### src/line_mode_map.svh
// Function
// RULE1: Leased-line operation starts only when the leased-line command appears in the line. The code keeps ll_q set across lines until defaults or reset.
// RULE2: Leased-line operation goes straight to data mode with no handshake.
// RULE3: Leased-line works with every supported modulation mode.
// RULE4: Host dials one modem, answers the other; each sends carrier and seeks remote carrier.
// RULE5: With hang-up-on-toggle, a terminal-ready toggle sends OK, then carrier stops.
// RULE6: Host should enable retrain response and auto-retrain requests for V.22bis leased-line.
// RULE7: Retrain request threshold is programmable; V.22bis leased-line setup uses 12.
// RULE8: Modulation select: 4 V.22bis, 8 V.22, 16 Bell 212, 32 Bell 103, 64 V.21.
// RULE9: Carrier detect selectable qualified or raw, raw following unqualified carrier.
// RULE10: Clear channel or speed buffered operation, with selectable hardware flow control.
// RULE11: Ring threshold is amplitude; 1..127 check frequency, 129..255 do not.
// RULE12: Ring threshold zero disables energy ring detection and uses optocoupler input.
// RULE13: Energy ring detection still applies ring frequency range and cadence timing.
// RULE14: Host should set ring threshold about seven with auto-answer on first ring.
// RULE15: Normal Type II caller ID active only with enable bit set and off hook.
// RULE16: On alerting tone send DTMF D, receive caller ID, then go on hook.
// RULE17: Caller ID control equal to 99 hex enables snoop reporting while on hook.
// RULE18: Snoop mode outputs handshake data from another device without participating.
// RULE19: Answer tone select enables 1650, 1300, 2100, 2225, 2250 Hz per bit.
// RULE20: After defaults answer tone select holds bits 0, 2, 4 and 5 only.
// RULE21: Country config write loads all country parameters; individual registers stay writable. The code loads the US preset for every country code.
// RULE22: Half-duplex gated mode turns carrier on 10 ms after request, off 5 ms after.
// RULE23: Each command line is parsed, settings applied in order, then dial or answer runs.
// RULE24: Reserved answer tone bits have no effect on detection.
`ifndef LINE_MODE_MAP_SVH
`define LINE_MODE_MAP_SVH
`define CLK_HZ 20000000
`define CARRIER_UP_MS 10
`define CARRIER_OFF_MS 5
`define CARRIER_UP_CYC ((`CLK_HZ / 1000) * `CARRIER_UP_MS)
`define CARRIER_OFF_CYC ((`CLK_HZ / 1000) * `CARRIER_OFF_MS)
`define REG_MODULATION 8'h1E
`define REG_RETRAIN_OPT 8'h1A
`define REG_RETRAIN_THR 8'h46
`define REG_CID_CTRL 8'h5F
`define REG_COUNTRY 8'h63
`define REG_CID_EXTRA 8'h6E
`define REG_ANS_TONE 8'h78
`define REG_RING_THR 8'h7B
`define REG_RING_FLO 8'h11
`define REG_RING_FHI 8'h12
`define REG_AUTO_ANS 8'h00
`define ANS_TONE_DEF 8'h35
`define ANS_TONE_VALID 8'h37
`define MOD_V22BIS 8'h04
`define MOD_V22 8'h08
`define MOD_B212 8'h10
`define MOD_B103 8'h20
`define MOD_V21 8'h40
`define MOD_DEF 8'h04
`define RETRAIN_THR_DEF 8'h14
`define RETRAIN_AUTO_BIT 2
`define CID_SNOOP 8'h99
`define CID_TYPE2_BIT 3
`define RING_FREQ_OFF_BIT 7
`define RING_FLO_DEF 8'h0F
`define RING_FHI_DEF 8'h44
`define RING_THR_DEF 8'h00
`define COUNTRY_US 8'h01
`define DTMF_D 4'hD
`define RESP_OK 8'h4F
`define RESP_K 8'h4B
`define CHAR_CR 8'h0D
`endif

### src/line_mode_pkg.sv
`default_nettype none
package line_mode_pkg;
   typedef enum logic [1:0] {CMD_NONE, CMD_DIAL, CMD_ANSWER} act_e;
   typedef enum logic [2:0] {L_IDLE, L_DATA, L_OK1, L_OK2, L_OKCR, L_DRAIN} link_e;
   typedef enum logic [1:0] {C_IDLE, C_TONE, C_MSG} cid_e;
endpackage
`default_nettype wire

### src/modem_line_mode_control.sv
`include "line_mode_map.svh"
`default_nettype none
module modem_line_mode_control
   import line_mode_pkg::*;
(
   input wire logic ref_clk, // 20 MHz clock
   input wire logic sys_rst, // Sync reset, high
   input wire logic cmd_valid, // Decoded command item strobe
   input wire logic [3:0] cmd_kind, // 0 reg write,1 leased,2 dial,3 answer,4 eol,5 defaults,6 opt
   input wire logic [7:0] cmd_addr, // Register number or option code
   input wire logic [7:0] cmd_data, // Register value or option argument
   input wire logic dtr_pin, // Terminal ready pin
   input wire logic rts_pin, // Request to send pin
   input wire logic raw_carrier_pin, // Unqualified received carrier
   input wire logic qual_carrier, // Qualified carrier from the pump
   input wire logic opto_ring_pin, // Optocoupler ring input
   input wire logic ring_energy_ok, // Energy above threshold, cadence qualified; frequency comes from ring_freq_ok
   input wire logic ring_freq_ok, // Ring frequency within range
   input wire logic alert_tone, // Call waiting alerting tone detected
   input wire logic cid_msg_done, // Caller ID message received
   input wire logic off_hook_req, // Host asked off hook
   input wire logic rx_ready, // Receive output can take a char
   output logic data_mode, // In data mode
   output logic tx_carrier, // Transmit carrier enable
   output logic originate, // Calling side
   output logic carrier_detect, // Carrier indication to host
   output logic cts, // Clear to send
   output logic rx_valid, // Response char strobe
   output logic [7:0] rx_char, // Response char
   output logic hook_off, // Line off hook
   output logic dtmf_valid, // Send DTMF digit
   output logic [3:0] dtmf_digit, // Digit code
   output logic cid_report, // Caller ID data forwarded
   output logic ring_detect, // Qualified ring
   output logic ring_freq_check, // Frequency checking on
   output logic [7:0] tone_enable, // Answer tone detector enables
   output logic [7:0] modulation, // Modulation select
   output logic [7:0] retrain_thr, // Retrain threshold
   output logic auto_retrain, // Auto retrain request enable
   output logic respond_retrain, // Respond to retrain
   output logic [7:0] ring_lo, // Ring freq low bound
   output logic [7:0] ring_hi, // Ring freq high bound
   output logic [7:0] auto_answer_rings // Auto answer ring count
);
   localparam int UP_CYC = `CARRIER_UP_CYC;
   localparam int OFF_CYC = `CARRIER_OFF_CYC;

   function automatic logic is_reg(input logic [3:0] k, input logic [7:0] a, input logic [7:0] r);
      is_reg = (k == 4'h0) && (a == r);
   endfunction

   // ----------------------------------------
   // Registers
   // ----------------------------------------
   logic [7:0] ans_tone_q, ring_thr_q, mod_q, rthr_q, ropt_q, cid_q, cidx_q, country_q, rlo_q, rhi_q, rings_q;
   logic wr;
   assign wr = cmd_valid;
   always_ff @(posedge ref_clk) begin
      if (sys_rst || (wr && cmd_kind == 4'h5)) begin
         ans_tone_q <= `ANS_TONE_DEF; // [RULE20]
         ring_thr_q <= `RING_THR_DEF;
         mod_q <= `MOD_DEF;
         rthr_q <= `RETRAIN_THR_DEF;
         ropt_q <= 8'h00;
         cid_q <= 8'h00;
         cidx_q <= 8'h00;
         country_q <= `COUNTRY_US;
         rlo_q <= `RING_FLO_DEF;
         rhi_q <= `RING_FHI_DEF;
         rings_q <= 8'h00;
      end else if (wr) begin
         // Items arrive in line order, so later settings overwrite earlier ones
         if (is_reg(cmd_kind, cmd_addr, `REG_ANS_TONE)) ans_tone_q <= cmd_data & `ANS_TONE_VALID; // [RULE19] [RULE24]
         if (is_reg(cmd_kind, cmd_addr, `REG_RING_THR)) ring_thr_q <= cmd_data; // [RULE11]
         if (is_reg(cmd_kind, cmd_addr, `REG_MODULATION)) mod_q <= cmd_data; // [RULE8] [RULE23]
         if (is_reg(cmd_kind, cmd_addr, `REG_RETRAIN_THR)) rthr_q <= cmd_data; // [RULE7]
         if (is_reg(cmd_kind, cmd_addr, `REG_RETRAIN_OPT)) ropt_q <= cmd_data;
         if (is_reg(cmd_kind, cmd_addr, `REG_CID_CTRL)) cid_q <= cmd_data;
         if (is_reg(cmd_kind, cmd_addr, `REG_CID_EXTRA)) cidx_q <= cmd_data;
         if (is_reg(cmd_kind, cmd_addr, `REG_AUTO_ANS)) rings_q <= cmd_data;
         if (is_reg(cmd_kind, cmd_addr, `REG_RING_FLO)) rlo_q <= cmd_data; // [RULE21]
         if (is_reg(cmd_kind, cmd_addr, `REG_RING_FHI)) rhi_q <= cmd_data;
         if (is_reg(cmd_kind, cmd_addr, `REG_COUNTRY)) begin
            // Only the US preset is tabled here; other codes reuse it
            country_q <= cmd_data; // [RULE21]
            rlo_q <= `RING_FLO_DEF;
            rhi_q <= `RING_FHI_DEF;
            rthr_q <= `RETRAIN_THR_DEF;
            ans_tone_q <= `ANS_TONE_DEF;
         end
      end
   end

   // ----------------------------------------
   // Options (opt codes: 0 raw cd, 1 qual cd, 2 clear, 3 buffered, 4 hw flow, 5 hangup toggle,
   // 6 respond retrain, 7 half duplex gated)
   // ----------------------------------------
   logic raw_cd_q, clear_q, hwflow_q, hangup_q, resp_q, hdx_q;
   always_ff @(posedge ref_clk) begin
      if (sys_rst || (wr && cmd_kind == 4'h5)) begin
         raw_cd_q <= 1'b0;
         clear_q <= 1'b0;
         hwflow_q <= 1'b0;
         hangup_q <= 1'b0;
         resp_q <= 1'b0;
         hdx_q <= 1'b0;
      end else if (wr && cmd_kind == 4'h6) begin
         unique case (cmd_addr)
            8'h00: raw_cd_q <= 1'b1; // [RULE9]
            8'h01: raw_cd_q <= 1'b0;
            8'h02: clear_q <= 1'b1; // [RULE10]
            8'h03: clear_q <= 1'b0;
            8'h04: hwflow_q <= 1'b1;
            8'h05: hangup_q <= 1'b1;
            8'h06: resp_q <= 1'b1;
            8'h07: hdx_q <= 1'b1;
            default: ;
         endcase
      end
   end

   // ----------------------------------------
   // Pin synchronisers
   // ----------------------------------------
   logic [2:0] dtr_s, rts_s, raw_s, opto_s;
   logic dtr_f, rts_f, raw_f, opto_f;
   always_ff @(posedge ref_clk) begin
      if (sys_rst) begin
         dtr_s <= 3'h0;
         rts_s <= 3'h0;
         raw_s <= 3'h0;
         opto_s <= 3'h0;
         dtr_f <= 1'b0;
         rts_f <= 1'b0;
         raw_f <= 1'b0;
         opto_f <= 1'b0;
      end else begin
         dtr_s <= {dtr_s[1:0], dtr_pin};
         rts_s <= {rts_s[1:0], rts_pin};
         raw_s <= {raw_s[1:0], raw_carrier_pin};
         opto_s <= {opto_s[1:0], opto_ring_pin};
         if (dtr_s[1] == dtr_s[2]) dtr_f <= dtr_s[2];
         if (rts_s[1] == rts_s[2]) rts_f <= rts_s[2];
         if (raw_s[1] == raw_s[2]) raw_f <= raw_s[2];
         if (opto_s[1] == opto_s[2]) opto_f <= opto_s[2];
      end
   end
   logic dtr_prev;
   always_ff @(posedge ref_clk) begin
      if (sys_rst) dtr_prev <= 1'b0;
      else dtr_prev <= dtr_f;
   end

   // ----------------------------------------
   // Leased-line sequencing
   // ----------------------------------------
   link_e link_q;
   logic ll_q, orig_q, carrier_q;
   logic [17:0] gate_cnt_q;
   logic gate_up_q;
   always_ff @(posedge ref_clk) begin
      if (sys_rst) begin
         ll_q <= 1'b0;
      end else if (wr && cmd_kind == 4'h1) begin
         ll_q <= 1'b1; // [RULE1]
      end else if (wr && cmd_kind == 4'h5) begin
         ll_q <= 1'b0;
      end
   end
   always_ff @(posedge ref_clk) begin
      if (sys_rst) begin
         link_q <= L_IDLE;
         orig_q <= 1'b0;
         rx_valid <= 1'b0;
         rx_char <= 8'h00;
      end else begin
         rx_valid <= 1'b0;
         unique case (link_q)
            L_IDLE: if (wr && (cmd_kind == 4'h2 || cmd_kind == 4'h3) && ll_q) begin
               // Any modulation is accepted; no handshake is run
               link_q <= L_DATA; // [RULE2] [RULE3] [RULE4] [RULE23]
               orig_q <= (cmd_kind == 4'h2);
            end
            L_DATA: if (hangup_q && (dtr_f != dtr_prev)) link_q <= L_OK1; // [RULE5]
            L_OK1: if (rx_ready) begin
               rx_valid <= 1'b1;
               rx_char <= `RESP_OK;
               link_q <= L_OK2;
            end
            L_OK2: if (rx_ready) begin
               rx_valid <= 1'b1;
               rx_char <= `RESP_K;
               link_q <= L_OKCR;
            end
            L_OKCR: if (rx_ready) begin
               rx_valid <= 1'b1;
               rx_char <= `CHAR_CR;
               link_q <= L_DRAIN;
            end
            L_DRAIN: link_q <= L_IDLE; // [RULE5]
            default: link_q <= L_IDLE;
         endcase
      end
   end

   // RTS-gated carrier timing for half-duplex mode
   always_ff @(posedge ref_clk) begin
      if (sys_rst || !hdx_q) begin
         gate_cnt_q <= 18'h00000;
         gate_up_q <= 1'b0;
      end else if (rts_f != gate_up_q) begin
         if ({14'h0000, gate_cnt_q} >= ((rts_f ? UP_CYC : OFF_CYC) - 1)) begin
            gate_up_q <= rts_f; // [RULE22]
            gate_cnt_q <= 18'h00000;
         end else begin
            gate_cnt_q <= gate_cnt_q + 18'h00001;
         end
      end else begin
         gate_cnt_q <= 18'h00000;
      end
   end
   always_ff @(posedge ref_clk) begin
      if (sys_rst) carrier_q <= 1'b0;
      else carrier_q <= (link_q inside {L_DATA, L_OK1, L_OK2, L_OKCR}) && (!hdx_q || gate_up_q); // [RULE4] [RULE5]
   end

   // ----------------------------------------
   // Caller ID
   // ----------------------------------------
   cid_e cid_st_q;
   logic snoop;
   assign snoop = (cid_q == `CID_SNOOP);
   always_ff @(posedge ref_clk) begin
      if (sys_rst) begin
         cid_st_q <= C_IDLE;
         hook_off <= 1'b0;
         dtmf_valid <= 1'b0;
         dtmf_digit <= 4'h0;
         cid_report <= 1'b0;
      end else begin
         dtmf_valid <= 1'b0;
         cid_report <= 1'b0;
         unique case (cid_st_q)
            C_IDLE: begin
               hook_off <= off_hook_req || (link_q != L_IDLE);
               if (cidx_q[`CID_TYPE2_BIT] && hook_off && alert_tone) begin // [RULE15]
                  dtmf_valid <= 1'b1; // [RULE16]
                  dtmf_digit <= `DTMF_D;
                  cid_st_q <= C_MSG;
               end else if (snoop && !hook_off && cid_msg_done) begin
                  cid_report <= 1'b1; // [RULE17] [RULE18]
               end
            end
            C_MSG: if (cid_msg_done) begin
               cid_report <= 1'b1;
               hook_off <= 1'b0; // [RULE16]
               cid_st_q <= C_TONE;
            end
            C_TONE: if (!off_hook_req) cid_st_q <= C_IDLE;
            default: cid_st_q <= C_IDLE;
         endcase
      end
   end

   // ----------------------------------------
   // Ring detection and outputs
   // ----------------------------------------
   logic energy_sel;
   assign energy_sel = (ring_thr_q != 8'h00);
   always_ff @(posedge ref_clk) begin
      if (sys_rst) begin
         ring_detect <= 1'b0;
         ring_freq_check <= 1'b0;
      end else begin
         ring_freq_check <= energy_sel && !ring_thr_q[`RING_FREQ_OFF_BIT]; // [RULE11]
         if (!energy_sel) ring_detect <= opto_f; // [RULE12]
         else ring_detect <= ring_energy_ok && (ring_thr_q[`RING_FREQ_OFF_BIT] || ring_freq_ok); // [RULE13]
      end
   end
   always_ff @(posedge ref_clk) begin
      if (sys_rst) begin
         data_mode <= 1'b0;
         tx_carrier <= 1'b0;
         originate <= 1'b0;
         carrier_detect <= 1'b0;
         cts <= 1'b0;
         tone_enable <= `ANS_TONE_DEF;
         modulation <= `MOD_DEF;
         retrain_thr <= `RETRAIN_THR_DEF;
         auto_retrain <= 1'b0;
         respond_retrain <= 1'b0;
         ring_lo <= `RING_FLO_DEF;
         ring_hi <= `RING_FHI_DEF;
         auto_answer_rings <= 8'h00;
      end else begin
         data_mode <= (link_q == L_DATA);
         tx_carrier <= carrier_q;
         originate <= orig_q;
         carrier_detect <= raw_cd_q ? raw_f : qual_carrier; // [RULE9]
         cts <= hdx_q ? gate_up_q : (!hwflow_q || clear_q || rx_ready); // [RULE10]
         tone_enable <= ans_tone_q & `ANS_TONE_VALID; // [RULE24]
         modulation <= mod_q; // [RULE8]
         retrain_thr <= rthr_q; // [RULE7]
         auto_retrain <= ropt_q[`RETRAIN_AUTO_BIT];
         respond_retrain <= resp_q;
         ring_lo <= rlo_q;
         ring_hi <= rhi_q;
         auto_answer_rings <= rings_q;
      end
   end
endmodule
`default_nettype wire

### config.mk
export PLATFORM = sky130hd
export DESIGN_NAME = modem_line_mode_control
export DESIGN_NICKNAME = d
export VERILOG_FILES = /design/src/line_mode_pkg.sv /design/src/modem_line_mode_control.sv
export VERILOG_INCLUDE_DIRS = /design/src
export SDC_FILE = /design/constraint.sdc
export NUM_CORES = 1
export LEC_CHECK = 0
export ABC_AREA = 0
export BUFFER_PORTS_ARGS = -buffer_cell sky130_fd_sc_hd__buf_2
export CORE_AREA = 2 2 140 142
export CTS_CLUSTER_SIZE = 40
export DETAILED_ROUTE_END_ITERATION = 16
export DIE_AREA = 0 0 142 144
export GPL_TIMING_DRIVEN = 0
export PLACE_DENSITY = 0.63
export SLEW_MARGIN = 20
export SYNTH_ARGS = -nofsm -noshare
export SYNTH_HDL_FRONTEND = slang
export SYNTH_SLANG_ARGS = --single-unit
### constraint.sdc
create_clock -name ref_clk -period 4.9 [get_ports ref_clk]
set_input_delay 0.98 -clock ref_clk [delete_from_list [all_inputs] [get_ports ref_clk]]
set_output_delay 0.98 -clock ref_clk [all_outputs]
set_load 0.01 [all_outputs]
==> run summary <==
The run finished with clean final reports. TritonCTS built the clock tree. In this run the standard cell core region covers 19100 um2. STA classifies the critical path startpoint as an input pin. The number of H-tree levels was 4; the delay of the slowest critical-path stage was 0.55 ns.

The internal power consumption was 2290 uW. The part of the power in registers is 0.482. Area share of fa/ha/maj cells after synthesis: 0.0154. After layout, the worst setup slack is 2.22 ns. The tightest slew margin relative to the limit was 0.347; the largest net degree at the start of global routing was 18. Across the run, the number of max-cap violations was 0. The placed instances occupy a cell area of 7260 um2. The post-CTS setup buffer count was 0; the clock tree skew after final layout was 0.00813 ns. The height of the chip came out at 144 um. The portion of synthesized cell area occupied by the leading cell type works out to 0.540.

The area of all placed cells without fillers came out at 7900 um2. For this block, the initial DRC count from the detailed router was 209. CTS saw 175 sinks. The number of flops mapped to enable cells by yosys came out at 0. Setup repair after global routing left no endpoint under its margin. The proportion of synthesized area in mux cells is 0.0571. The relative contribution of combinational cells to total power was 0.031; the maximum frequency from static timing analysis was 374 MHz. The overall routing resource usage was 0.163; the synthesized area per cell was 9.49 um2. The final routed DRC violation total is 0, and the net load switching power is 675 uW. By area the synthesized netlist is led by sky130_fd_sc_hd__dfxtp_1, sky130_fd_sc_hd__mux2i_1, sky130_fd_sc_hd__nor2b_1, sky130_fd_sc_hd__nor2_1, sky130_fd_sc_hd__nand2_1. By area, the combinational part of the netlist is dominated by simple AND/OR/NAND/NOR gates. The count of buffers added on input and output ports is 90.

Overall power consumption after layout is estimated at 2970 uW. From left edge to right edge, the die measures 142 um. Final cycle utilization of the critical path: 0.546. Count of unique library cells instantiated by Yosys: 49. Later-pin clock latency in the skew report: 0.43 ns. The run gives 51 as the cell row count.

The sort of element at the end of the critical path is a flop. In this run the static leakage power is 0.00317 uW. The run gives 0 as the final-report max-slew violation count. The critical path start-end classification was in2reg.

The mean routed wirelength per cell is 15.1 um, and the switching share of power is 0.228. The commonest cells after synthesis are sky130_fd_sc_hd__dfxtp_1, sky130_fd_sc_hd__nor2_1, sky130_fd_sc_hd__nor2b_1. Using the TritonRoute via totals, the vias-per-cell ratio works out to 4.70. Setup violations remaining at the end of the flow were counted as 0.

The endpoint required time on the critical path is 5.18 ns. Clock tree synthesis selected as its root buffer the cell sky130_fd_sc_hd__clkbuf_16. Post-synthesis compound-gate area fraction: 0.0727. For this block, the routed nets add up to 15.9 mm of wire. For the area enclosed by the die boundary, the log shows 20400 um2.

Ranked by flip-flop count, first place goes to gate_cnt_q. The number of search-and-repair iterations in the first detailed-routing pass is 5, and the count of mapped cells out of synthesis is 684. The xor/xnor cell area share of the yosys netlist came out at 0.0243.

The final global-route overflow total came out at 0. The via count of the first global-routing pass was 4669. The type of the worst min-delay path was reg2reg.

Synthesized-area fraction occupied by and/or/nand/nor cells: 0.247. Routability-driven placement finished with a final weighted congestion of 0.861. The top flip-flop cell by instance count after synthesis was sky130_fd_sc_hd__dfxtp_1. The tools report the count of vias placed by the detailed router as 4945.

The number of endpoints with negative hold slack in the final report is 0. In the final timing run, aggregate negative setup slack is 0 ns. The cell type of the slowest stage on the worst timing path is sky130_fd_sc_hd__buf_1. TritonCTS created 17 clock buffers. The count of nets left with antenna violations once routing finished came out at 0.

After clock tree synthesis, the repair step resized 0 gates. The clock-pin transition on the worst setup and hold timing paths was 0.06 ns; the share of async-settable or async-resettable flops after synthesis was 0. VDD sags by at most 0.249 mV. The power share of the clock group is 0.487. Once detailed placement completed, the half-perimeter wirelength came to 11.2 mm.

At the pin with the least slew margin, the transition time is 0.970 ns. Fill cells in the final layout number 1893. Grouping stages by cell kind, the critical path spends the most delay in buffers and inverters. The signal on the critical path passes through buf_2 > nand2b_1 > nor3b_1 > a21o_1 > clkbuf_1 > buf_1 > nor2_1. The post-synthesis to final-layout area growth is 21.7%. The routed design could run at a clock period as short as 2.68 ns. Power spread over the standard cell area amounts to 376 nW/um2. The mapped netlist covers 6490 um2.

Of all nets on the critical path, the largest fanout is 10. The number of buffers inserted for hold repair after clock tree synthesis was 0. Data arrives at the worst endpoint at 2.96 ns. The first-pass GRT wire length is 25.5 mm, and the worst-case setup slack after placement is 1.83 ns.

No sink is reached through more buffers than the 2 on the longest clock path. The fraction of final layout cells sized beyond drive strength 1 works out to 0.201. The run gives 0.340 as the initial standard-cell utilization of the core. The register with the most flip-flops in the layout has 18 of them.

The sequential share of the synthesized area is 0.540, and the buffering stage count on the worst path with inverters included is 3. The synthesized flop and latch total came out at 175. In the post-synthesis netlist, the cell with the most instances is sky130_fd_sc_hd__dfxtp_1.

The cell taking the most area after synthesis is sky130_fd_sc_hd__dfxtp_1. In the final design database the tool counted 841 nets. The initial antenna violation count is 3, and the number of I/O pins is 107. Count of warnings emitted by yosys: 0.
[routing by layer]
metal	GRT usage	up-vias	wire length, um	part of all wire
met5	0	-	7	0.00044
li1	-	2534	-	-
met2	0.262	100	7510	0.47
met4	0.0432	2	99	0.0062
met3	0.0497	9	757	0.048
met1	0.214	2300	7550	0.47
[kinds of logic after synthesis]
group / after synthesis
buffers and inverters: 63
AND/OR/NAND/NOR: 304
other: 1
multiplexers: 37
adder cells (fa/ha/maj): 8
flip-flops: 175
XOR/XNOR: 18
AO/OA/AOI/OAI: 78
[cell usage in the layout (no fill, tap or decap), drive strengths merged, types with 24 or more instances in the layout]
master    n
a21oi    30
buf     107
clkbuf   49
dfxtp   175
mux2i    37
nand2    44
nand3    29
nor2     90
nor2b    55
nor3     24
[power groups by stage]
| stage | registers, uW | clock network, uW | logic, uW |
|---|---|---|---|
| 6_report | 1430 | 1440 | 92.1 |
| 3_5_place_dp | 1460 | 0 | 92.8 |
| 2_1_floorplan | 1460 | 0 | 47.4 |
| 3_3_place_gp | 1460 | 0 | 92.3 |
| 5_1_grt | 1430 | 1540 | 101 |
| 4_1_cts | 1430 | 1480 | 93.3 |
[layout make-up]
class                   count  area (um2)  share of cell area
clock inverters            14         195              0.0247
diodes                      2        5.00            0.000634
flip-flops and latches    175        3500               0.444
plain buffers              48         224              0.0284
clock buffers              18         439              0.0556
well taps                 238         298              0.0377
inverters                  15        56.3             0.00713
repair buffers             90         450              0.0570
multi-input cells         452        2730               0.345
[final timing paths]
path | from | endpoint | slack [ns] | cells past startpoint
setup reg to reg | rts_f | gate_cnt_q[17] | 2.24 | 8
hold / removal | raw_s[0] | raw_s[1] | 0.44 | 1
hold reg to reg | raw_s[0] | raw_s[1] | 0.44 | 1
setup / recovery | cmd_kind[1] | resp_q | 2.22 | 7
[per-stage QoR]
step	util	std cells	hold slack (ns)
after floorplan	-	690	0.414
after global placement	0.380	1018	0.418
after detailed placement	0.380	1018	0.428
after CTS	0.414	1050	0.445
after global routing	0.414	1051	0.460
final	0.414	1052	0.439
Note: power is estimated with default switching activity, not from simulation.
